File: src/rtl/sacg_defines.vh
// Constants of the stepper axis command guard: register offsets, field positions,
// codes and timing counts.
// Assumes a 10 MHz core clock and a byte-addressed register bus with 8 address bits.
`ifndef SACG_DEFINES_VH
`define SACG_DEFINES_VH

// ==========================================================================
// Timing
// ==========================================================================
`define SACG_CLK_MHZ        10
`define SACG_ADJ_WR_US      760
`define SACG_ADJ_RD_US      460
`define SACG_ADJ_WR_CYCLES  (`SACG_ADJ_WR_US * `SACG_CLK_MHZ)
`define SACG_ADJ_RD_CYCLES  (`SACG_ADJ_RD_US * `SACG_CLK_MHZ)

// ==========================================================================
// Register offsets (byte addresses)
// ==========================================================================
`define SACG_OFF_CTRL       8'h00
`define SACG_OFF_CMD        8'h04
`define SACG_OFF_ADJ_NEW    8'h08
`define SACG_OFF_ADJ_READ   8'h0C
`define SACG_OFF_ADJ_SAVED  8'h10
`define SACG_OFF_STATUS     8'h14
`define SACG_OFF_EXCHANGE_REPORT_WORD   8'h18
`define SACG_OFF_CHANNEL_FAULT_WORD     8'h1C
`define SACG_OFF_REFUSE     8'h20
`define SACG_OFF_IRQ_STS    8'h24
`define SACG_OFF_IRQ_MASK   8'h28

// ==========================================================================
// Control register fields
// ==========================================================================
`define SACG_CTRL_EN        0
`define SACG_CTRL_ACK       1
`define SACG_CTRL_MODE_LO   2
`define SACG_CTRL_RUN       4
`define SACG_CTRL_EVT_AUTH  5
`define SACG_CTRL_EVT_UNM   6
`define SACG_CTRL_RESET     7'h00

// ==========================================================================
// Command register fields (write-only strobes)
// ==========================================================================
`define SACG_CMD_MOVE       0
`define SACG_CMD_DIR        1
`define SACG_CMD_EVSRC      2
`define SACG_CMD_STOP       3
`define SACG_CMD_FREF       4
`define SACG_CMD_AWR        5
`define SACG_CMD_ARD        6
`define SACG_CMD_ASAVE      7
`define SACG_CMD_STSRD      8
`define SACG_CMD_COLD       9
`define SACG_CMD_DBG        10

// ==========================================================================
// Modes and refusal codes
// ==========================================================================
`define SACG_MODE_IDLE      2'h0
`define SACG_MODE_MANUAL    2'h1
`define SACG_MODE_AUTO      2'h2
`define SACG_MODE_DIRECT    2'h3
`define SACG_REF_NONE       8'h00
`define SACG_REF_STOPPED    8'h01
`define SACG_REF_DISABLED   8'h02
`define SACG_REF_NOMODE     8'h03
`define SACG_REF_LOCKED     8'h04
`define SACG_REF_FAULT      8'h05
`define SACG_REF_EOR_DIR    8'h06
`define SACG_REF_NOTREF     8'h07
`define SACG_REF_ADJ_BUSY   8'h08
`define SACG_REF_FREF       8'h09

// Interrupt status bits
`define SACG_IRQ_REFUSE     0
`define SACG_IRQ_FAULT      1
`define SACG_IRQ_DONE       2
`define SACG_IRQ_ADJ        3
`endif

File: src/rtl/sacg_top.v
// Stepper axis command guard: motion command acceptance, fault recovery,
// adjustment exchanges and status snapshots behind an AXI4-Lite slave.
// Assumes one 10 MHz clock; limit pins arrive asynchronously from the moving part.
`timescale 1ns/1ps
`include "sacg_defines.vh"
`default_nettype none

// Behaviour
// - Adjustment write while an adjustment exchange runs is dropped; old parameters stay.
// - Event raised only when the motion command unmasked its source.
// - Event reaches host only when globally authorised and system-unmasked.
// - Cold start restores saved parameters, losing unsaved adjustments.
// - Exchange report and fault words refresh only on status read request.
// - Debug commands have no effect while the application is stopped.
// - Soft-stop overshoot while monitored stops the axis with a fault.
// - After that overshoot in direct drive, all moves there are refused until recovery.
// - Past an end-of-run limit only moves back toward the limits are accepted.
module sacg_top #(
  parameter [15:0] ADJ_WR_CYCLES = `SACG_ADJ_WR_CYCLES,
  parameter [15:0] ADJ_RD_CYCLES = `SACG_ADJ_RD_CYCLES
) (
  input  wire        aclk,
  input  wire        aresetn,
  input  wire [7:0]  s_axi_awaddr,
  input  wire        s_axi_awvalid,
  output reg         s_axi_awready,
  input  wire [31:0] s_axi_wdata,
  input  wire [3:0]  s_axi_wstrb,
  input  wire        s_axi_wvalid,
  output reg         s_axi_wready,
  output reg  [1:0]  s_axi_bresp,
  output reg         s_axi_bvalid,
  input  wire        s_axi_bready,
  input  wire [7:0]  s_axi_araddr,
  input  wire        s_axi_arvalid,
  output reg         s_axi_arready,
  output reg  [31:0] s_axi_rdata,
  output reg  [1:0]  s_axi_rresp,
  output reg         s_axi_rvalid,
  input  wire        s_axi_rready,
  input  wire        soft_over_pin,
  input  wire        eor_high_pin,
  input  wire        eor_low_pin,
  output reg         axis_run_q,
  output reg         axis_dir_q,
  output reg         event_out_q,
  output reg         irq_q
);

  function [31:0] be_mask;
    input [3:0] strb;
    begin
      be_mask = {{8{strb[3]}}, {8{strb[2]}}, {8{strb[1]}}, {8{strb[0]}}};
    end
  endfunction

  function is_mapped;
    input [7:0] a;
    begin
      is_mapped = (a <= `SACG_OFF_IRQ_MASK);
    end
  endfunction

  // ==========================================================================
  // AXI4-Lite slave
  // ==========================================================================
  reg        aw_hold_q;
  reg        w_hold_q;
  reg [7:0]  waddr_q;
  reg [31:0] wdata_q;
  reg [3:0]  wstrb_q;
  wire       wr_go = aw_hold_q && w_hold_q && !s_axi_bvalid;
  wire [31:0] wr_val = wdata_q & be_mask(wstrb_q);
  reg [31:0] rd_d;

  always @(posedge aclk) begin
    if (!aresetn) begin
      aw_hold_q     <= 1'b0;
      w_hold_q      <= 1'b0;
      waddr_q       <= 8'h00;
      wdata_q       <= 32'h0000_0000;
      wstrb_q       <= 4'h0;
      s_axi_awready <= 1'b1;
      s_axi_wready  <= 1'b1;
      s_axi_bvalid  <= 1'b0;
      s_axi_bresp   <= 2'b00;
      s_axi_arready <= 1'b1;
      s_axi_rvalid  <= 1'b0;
      s_axi_rdata   <= 32'h0000_0000;
      s_axi_rresp   <= 2'b00;
    end else begin
      if (s_axi_awready && s_axi_awvalid) begin
        aw_hold_q     <= 1'b1;
        waddr_q       <= {s_axi_awaddr[7:2], 2'b00};
        s_axi_awready <= 1'b0;
      end
      if (s_axi_wready && s_axi_wvalid) begin
        w_hold_q     <= 1'b1;
        wdata_q      <= s_axi_wdata;
        wstrb_q      <= s_axi_wstrb;
        s_axi_wready <= 1'b0;
      end
      if (wr_go) begin
        aw_hold_q    <= 1'b0;
        w_hold_q     <= 1'b0;
        s_axi_bvalid <= 1'b1;
        s_axi_bresp  <= is_mapped(waddr_q) ? 2'b00 : 2'b11;
      end
      if (s_axi_bvalid && s_axi_bready) begin
        s_axi_bvalid  <= 1'b0;
        s_axi_awready <= 1'b1;
        s_axi_wready  <= 1'b1;
      end
      if (s_axi_arready && s_axi_arvalid) begin
        s_axi_arready <= 1'b0;
        s_axi_rvalid  <= 1'b1;
        s_axi_rdata   <= rd_d;
        s_axi_rresp   <= is_mapped({s_axi_araddr[7:2], 2'b00}) ? 2'b00 : 2'b11;
      end
      if (s_axi_rvalid && s_axi_rready) begin
        s_axi_rvalid  <= 1'b0;
        s_axi_arready <= 1'b1;
      end
    end
  end

  // ==========================================================================
  // Limit pin synchronisers: a change counts once stages two and three agree
  // ==========================================================================
  reg [2:0] sync1_q;
  reg [2:0] sync2_q;
  reg [2:0] sync3_q;
  reg [2:0] pins_q;
  wire      soft_f    = pins_q[0];
  wire      eor_hi_f  = pins_q[1];
  wire      eor_lo_f  = pins_q[2];

  always @(posedge aclk) begin
    if (!aresetn) begin
      sync1_q <= 3'b000;
      sync2_q <= 3'b000;
      sync3_q <= 3'b000;
      pins_q  <= 3'b000;
    end else begin
      sync1_q <= {eor_low_pin, eor_high_pin, soft_over_pin};
      sync2_q <= sync1_q;
      sync3_q <= sync2_q;
      pins_q  <= (sync2_q & sync3_q) | (pins_q & (sync2_q ^ sync3_q));
    end
  end

  // ==========================================================================
  // Control state
  // ==========================================================================
  reg [6:0]  ctrl_q;
  reg [31:0] adj_new_q;
  reg [31:0] adj_work_q;
  reg [31:0] adj_pend_q;
  reg [31:0] adj_read_q;
  reg [31:0] adj_saved_q;
  reg [15:0] busy_cnt_q;
  reg        pend_wr_q;
  reg        ref_q;
  reg        fault_q;
  reg        lock_q;
  reg        ev_src_q;
  reg        en_prev_q;
  reg        ack_prev_q;
  reg [15:0] exchange_report_word_q;
  reg [15:0] channel_fault_word_q;
  reg [7:0]  refuse_q;
  reg [3:0]  irq_sts_q;
  reg [3:0]  irq_mask_q;

  wire [1:0] mode     = ctrl_q[`SACG_CTRL_MODE_LO+1:`SACG_CTRL_MODE_LO];
  wire       enable   = ctrl_q[`SACG_CTRL_EN];
  wire       busy     = (busy_cnt_q != 16'h0000);
  wire       cmd_wr   = wr_go && (waddr_q == `SACG_OFF_CMD);
  wire       dbg_blk  = cmd_wr && wr_val[`SACG_CMD_DBG] && !ctrl_q[`SACG_CTRL_RUN];
  wire       cmd_ok   = cmd_wr && !dbg_blk;
  wire       mv_req   = cmd_ok && wr_val[`SACG_CMD_MOVE];
  wire       mv_dir   = wr_val[`SACG_CMD_DIR];
  wire       fref_req = cmd_ok && wr_val[`SACG_CMD_FREF];
  wire       awr_req  = cmd_ok && wr_val[`SACG_CMD_AWR];
  wire       ard_req  = cmd_ok && wr_val[`SACG_CMD_ARD];
  wire       sav_req  = cmd_ok && wr_val[`SACG_CMD_ASAVE];
  wire       cold_req = cmd_ok && wr_val[`SACG_CMD_COLD];
  wire       ack_rise = ctrl_q[`SACG_CTRL_ACK] && !ack_prev_q;
  wire       en_fall  = !enable && en_prev_q;
  wire       soft_hit = axis_run_q && ref_q && soft_f;
  wire       eor_hit  = axis_run_q && (axis_dir_q ? eor_hi_f : eor_lo_f);
  wire       stop_now = axis_run_q && (soft_hit || eor_hit || !enable ||
                        (cmd_ok && wr_val[`SACG_CMD_STOP]));
  wire       adj_end  = (busy_cnt_q == 16'h0001);
  reg  [7:0] mv_code;
  reg  [7:0] refuse_d;
  reg  [3:0] ev_d;
  reg  [3:0] irq_sts_d;

  // Move acceptance, first failing check names the refusal
  always @* begin
    if (!enable)
      mv_code = `SACG_REF_DISABLED;
    else if (mode == `SACG_MODE_IDLE)
      mv_code = `SACG_REF_NOMODE;
    else if (mode == `SACG_MODE_DIRECT && lock_q)
      mv_code = `SACG_REF_LOCKED;
    else if (fault_q || axis_run_q)
      mv_code = `SACG_REF_FAULT;
    else if ((mv_dir && eor_hi_f) || (!mv_dir && eor_lo_f))
      mv_code = `SACG_REF_EOR_DIR;
    else if (mode != `SACG_MODE_MANUAL && !ref_q)
      mv_code = `SACG_REF_NOTREF;
    else
      mv_code = `SACG_REF_NONE;
  end

  always @* begin
    refuse_d = `SACG_REF_NONE;
    if (dbg_blk)
      refuse_d = `SACG_REF_STOPPED;
    else if (mv_req && mv_code != `SACG_REF_NONE)
      refuse_d = mv_code;
    else if ((awr_req || ard_req || sav_req) && busy)
      refuse_d = `SACG_REF_ADJ_BUSY;
    else if (fref_req && (mode != `SACG_MODE_MANUAL || fault_q || axis_run_q || soft_f))
      refuse_d = `SACG_REF_FREF;
    ev_d = 4'h0;
    ev_d[`SACG_IRQ_REFUSE] = (refuse_d != `SACG_REF_NONE);
    ev_d[`SACG_IRQ_FAULT]  = soft_hit;
    ev_d[`SACG_IRQ_DONE]   = stop_now;
    ev_d[`SACG_IRQ_ADJ]    = adj_end;
    // New events win over a write-one-to-clear in the same cycle
    irq_sts_d = irq_sts_q | ev_d;
    if (wr_go && waddr_q == `SACG_OFF_IRQ_STS)
      irq_sts_d = (irq_sts_q & ~wr_val[3:0]) | ev_d;
  end

  always @(posedge aclk) begin
    if (!aresetn) begin
      ctrl_q      <= `SACG_CTRL_RESET;
      adj_new_q   <= 32'h0000_0000;
      adj_work_q  <= 32'h0000_0000;
      adj_pend_q  <= 32'h0000_0000;
      adj_read_q  <= 32'h0000_0000;
      adj_saved_q <= 32'h0000_0000;
      busy_cnt_q  <= 16'h0000;
      pend_wr_q   <= 1'b0;
      ref_q       <= 1'b0;
      fault_q     <= 1'b0;
      lock_q      <= 1'b0;
      ev_src_q    <= 1'b0;
      en_prev_q   <= 1'b0;
      ack_prev_q  <= 1'b0;
      exchange_report_word_q  <= 16'h0000;
      channel_fault_word_q    <= 16'h0000;
      refuse_q    <= 8'h00;
      irq_sts_q   <= 4'h0;
      irq_mask_q  <= 4'h0;
      axis_run_q  <= 1'b0;
      axis_dir_q  <= 1'b0;
      event_out_q <= 1'b0;
      irq_q       <= 1'b0;
    end else begin
      en_prev_q  <= enable;
      ack_prev_q <= ctrl_q[`SACG_CTRL_ACK];
      irq_sts_q  <= irq_sts_d;
      irq_q      <= |(irq_sts_d & irq_mask_q);
      if (refuse_d != `SACG_REF_NONE)
        refuse_q <= refuse_d;
      if (wr_go && waddr_q == `SACG_OFF_CTRL)
        ctrl_q <= wr_val[6:0];
      if (wr_go && waddr_q == `SACG_OFF_ADJ_NEW)
        adj_new_q <= (adj_new_q & ~be_mask(wstrb_q)) | wr_val;
      if (wr_go && waddr_q == `SACG_OFF_IRQ_MASK)
        irq_mask_q <= wr_val[3:0];

      // Adjustment exchanges
      if (busy) begin
        busy_cnt_q <= busy_cnt_q - 16'h0001;
        if (adj_end) begin
          if (pend_wr_q)
            adj_work_q <= adj_pend_q;
          else
            adj_read_q <= adj_work_q;
        end
      end else if (awr_req) begin
        adj_pend_q <= adj_new_q;
        pend_wr_q  <= 1'b1;
        busy_cnt_q <= ADJ_WR_CYCLES;
      end else if (ard_req) begin
        pend_wr_q  <= 1'b0;
        busy_cnt_q <= ADJ_RD_CYCLES;
      end else if (sav_req) begin
        adj_saved_q <= adj_work_q;
      end
      if (cold_req) begin
        adj_work_q <= adj_saved_q;
        busy_cnt_q <= 16'h0000;
        ref_q      <= 1'b0;
      end

      // Status snapshot on request only
      if (cmd_ok && wr_val[`SACG_CMD_STSRD]) begin
        exchange_report_word_q <= {refuse_q, 6'h00, pend_wr_q, busy};
        channel_fault_word_q   <= {11'h000, eor_lo_f, eor_hi_f, soft_f, lock_q, fault_q};
      end

      // Motion; reference survives mode changes so monitoring stays on
      event_out_q <= 1'b0;
      if (mv_req && mv_code == `SACG_REF_NONE) begin
        axis_run_q <= 1'b1;
        axis_dir_q <= mv_dir;
        ev_src_q   <= wr_val[`SACG_CMD_EVSRC];
      end else if (stop_now) begin
        axis_run_q  <= 1'b0;
        event_out_q <= ev_src_q && ctrl_q[`SACG_CTRL_EVT_AUTH] &&
                       ctrl_q[`SACG_CTRL_EVT_UNM];
      end
      if (soft_hit) begin
        fault_q <= 1'b1;
        if (mode == `SACG_MODE_DIRECT)
          lock_q <= 1'b1;
      end
      if (en_fall)
        ref_q <= 1'b0;
      if (ack_rise && !axis_run_q && !soft_hit) begin
        fault_q <= 1'b0;
        if (!ref_q)
          lock_q <= 1'b0;
      end
      if (fref_req && refuse_d == `SACG_REF_NONE) begin
        ref_q  <= 1'b1;
        lock_q <= 1'b0;
      end
    end
  end

  // ==========================================================================
  // Read multiplexer
  // ==========================================================================
  always @* begin
    case ({s_axi_araddr[7:2], 2'b00})
      `SACG_OFF_CTRL:      rd_d = {25'h000_0000, ctrl_q};
      `SACG_OFF_ADJ_NEW:   rd_d = adj_new_q;
      `SACG_OFF_ADJ_READ:  rd_d = adj_read_q;
      `SACG_OFF_ADJ_SAVED: rd_d = adj_saved_q;
      `SACG_OFF_STATUS:    rd_d = {22'h00_0000, pins_q, axis_dir_q, axis_run_q,
                                   lock_q, fault_q, ref_q, pend_wr_q, busy};
      `SACG_OFF_EXCHANGE_REPORT_WORD:  rd_d = {16'h0000, exchange_report_word_q};
      `SACG_OFF_CHANNEL_FAULT_WORD:    rd_d = {16'h0000, channel_fault_word_q};
      `SACG_OFF_REFUSE:    rd_d = {24'h00_0000, refuse_q};
      `SACG_OFF_IRQ_STS:   rd_d = {28'h000_0000, irq_sts_q};
      `SACG_OFF_IRQ_MASK:  rd_d = {28'h000_0000, irq_mask_q};
      default:             rd_d = 32'h0000_0000;
    endcase
  end

endmodule

`default_nettype wire

File: config.mk
export PLATFORM = sky130hd
export DESIGN_NAME = sacg_top
export DESIGN_NICKNAME = d
export VERILOG_FILES = /design/src/rtl/sacg_top.v
export VERILOG_INCLUDE_DIRS = /design/src /design/src/rtl
export SDC_FILE = /design/constraint.sdc
export NUM_CORES = 1
export LEC_CHECK = 0
export ABC_AREA = 1
export BUFFER_PORTS_ARGS = -buffer_cell sky130_fd_sc_hd__buf_4
export CORE_MARGIN = 1
export CORE_UTILIZATION = 45
export CTS_CLUSTER_SIZE = 20
export DETAILED_ROUTE_END_ITERATION = 10
export PLACE_DENSITY_LB_ADDON = 0.08
export SLEW_MARGIN = 10
export SYNTH_ARGS = -nofsm -noshare
export SYNTH_HDL_FRONTEND = slang
export SYNTH_SLANG_ARGS = --single-unit
File: constraint.sdc
create_clock -name aclk -period 2.5 [get_ports aclk]
set_input_delay 0.125 -clock aclk [delete_from_list [all_inputs] [get_ports aclk]]
set_output_delay 0.125 -clock aclk [all_outputs]
set_load 0.02 [all_outputs]
==> impl_metrics.ini <==
[critical_path]
worstPathMaxFanout = 16
end_kind = flip-flop
crit_path_top_delay_cell = dfxtp_1
path_buf_inv = 3
cp_common_cell = nand2_4
crit_type = reg -> reg
start_kind = flip-flop
cp.required_ns = 2.94
r2r_slack_ns = 0.26
path_cells = inv_1, ha_1, nand2_2, nor2_4, nand2_4, clkinv_2, nand2_4, nor2_8, buf_4, o21ai_0, a21oi_1
crit_family = simple AND/OR/NAND/NOR gates
crit_arrival_ns = 2.68
slowest_delay_ns = 0.34

[pwr]
leakage_nw = 6.38
ir_drop_mv = 0.497
power.density_nw_per_um2 = 783

[die]
start_util_pct = 46.1
rows = 61
die_h_um = 171
die_area_sq_um = 29300
die_width_um = 171
io_pins = 107
fp.coreArea_sq_um = 27900

[grt]
grt_max_degree = 105
grt_pass1_vias = 10500
antenna_found_initial = 0
gr-total-overflow = 0
grt_pass1_wl_um = 55600
grt_usage_pct = 24.1

[placement]
dp_hpwl_um = 23100
io_buffers = 102
place_congestion = 0.894
dpl_cell_area_sq_um = 14000
pre_cts_slack_ns = 0.247
dp_cells = 2054

[clocking]
cts_resized = 0
clock_path_buffers = 3
clockRootBuffer = clkbuf_16
cts_made_buffers = 36
worstSkewPairLatency_ns = 0.51
clock_sinks = 312
cts_tree = yes
clkTransAtPathRegs_ns = 0.06
htree_levels = 2

[logic_synthesis]
seq_area_frac_synth_pct = 48.6
synthFlopType = dfxtp_1
syn-cell-area_sq_um = 12900
synthArstFlopShare_pct = 0
synth_edf_count = 0
syn_inst = 1628
ys_ff_latch = 312
syn_avg_cell_area_sq_um = 7.90
netlist-cell-type-count = 49
syn-num-nets = 1695
yosysWarnings = 0

[routing]
via_per_inst = 5.16
drtIter0Drc = 698
route.final.wire_length_um = 34800
num_vias = 11200
drc = 0
wl_per_cell_um = 16.1
drt-pass1-iter-count = 5
ant_nets = 0

[flow_run]
maxCapViolations = 0

[sta]
max_freq_mhz = 447
rsz0062_at_grt = no
worstMarginPinSlew_ns = 0.924
layout_setup_ws_ns = 0.262
final_hold_viol_count = 0
maxSlewHeadroom_pct = 38.4
finalMaxSlewViolations = 0
setup_violations = 0
skew_ns = 0.0123
fin_crit_ns = 2.24
post-route-period-util_pct = 89.5
tns_ns = 0
whs_ns = 0.0566

[cells_and_area]
fillerInstances = 2702
drive_gt1_share_pct = 15.1
n_antenna_cell = 0
fin_area_sq_um = 15700
final_common_cell = dfxtp_1
syn_to_final_growth_pct = 22.3
nNetsFinal = 1829
final_cell_mix = dfxtp_1, nand2_1, inv_1
finalNonFillerCells = 2165

[worst_hold_path]
hp-class = in -> reg

[outcome]
status = finished clean
==> layout make-up <==
class	instances	area [sq um]	share of cell area (%)
Clock buffer	48	1020	6.47
Multi-Input combinational cell	1011	5380	34.2
Inverter	208	783	4.98
Tap cell	378	473	3.01
Sequential cell	312	6250	39.7
Clock inverter	15	203	1.29
Timing Repair Buffer	193	1630	10.4
==> where the power goes <==
group | total (mW) | leakage (nW) | switching [mW] | internal [mW]
clock network | 5.40 | 0.605 | 2.03 | 3.37
logic | 1.45 | 3.24 | 0.908 | 0.544
registers | 5.47 | 2.53 | 0.196 | 5.27
==> worst paths after layout <==
path                              start                           to  cells past startpoint
max          busy_cnt_q[0]$_SDFFE_PP0P_  adj_saved_q[6]$_SDFFE_PN0P_                     11
max reg2reg  busy_cnt_q[0]$_SDFFE_PP0P_  adj_saved_q[6]$_SDFFE_PN0P_                     11
min                     s_axi_araddr[3]  s_axi_rresp[0]$_SDFFE_PN0P_                      3
min reg2reg       sync1_q[0]$_SDFF_PN0_        sync2_q[0]$_SDFF_PN0_                      2
==> metrics by stage <==
step	power, mW	util [%]
finish	12.3	56.3
global route	12.8	56.3
CTS	12.4	56.3
detailed placement	6.97	50.2
global placement	6.94	50.2
floorplan	6.56	-
==> what timing repair did <==
action / in CTS / in global routing
hold endpoints to repair: 51 / 0
hold buffers: 48 / 0
buffers inserted: 0 / 0
==> worst min-delay path: stages <==
cell       delay, ns
buf_4           0.10
o2111ai_1       0.16
a21oi_1         0.13
==> Yosys cell counts, drive strengths merged, types with 2 or more instances <==
master	instances	share of area, %
nand4	13	0.68
o221ai	47	4.4
xor2	5	0.34
o21ai	173	6.7
ha	5	0.49
nor3	13	0.72
nand2	233	7.0
clkinv	2	0.068
o211ai	8	0.47
nor2	172	5.5
dfxtp	312	49
inv	206	6.0
a22oi	5	0.29
buf	47	2.1
nand3	81	3.3
o21a	4	0.23
a21oi	180	7.1
o22ai	13	0.63
a211oi	47	3.1
o2111ai	2	0.14
clkbuf	50	1.5
o31ai	2	0.12
==> layer usage <==
layer	wire (um)	GRT usage, %
met1	17400	35.0
met2	14800	36.8
met3	1970	4.05
met4	621	6.17
met5	0	0
==> logic make-up after synthesis <==
kind of cell,Yosys count,share of synthesized area (%)
fa+ha+maj,5,0.486
compound gates,483,23.4
xor+xnor,6,0.408
simple gates,517,17.5
buf+inv,305,9.70
flops,312,48.6
Power figures use the tool's default switching activity.
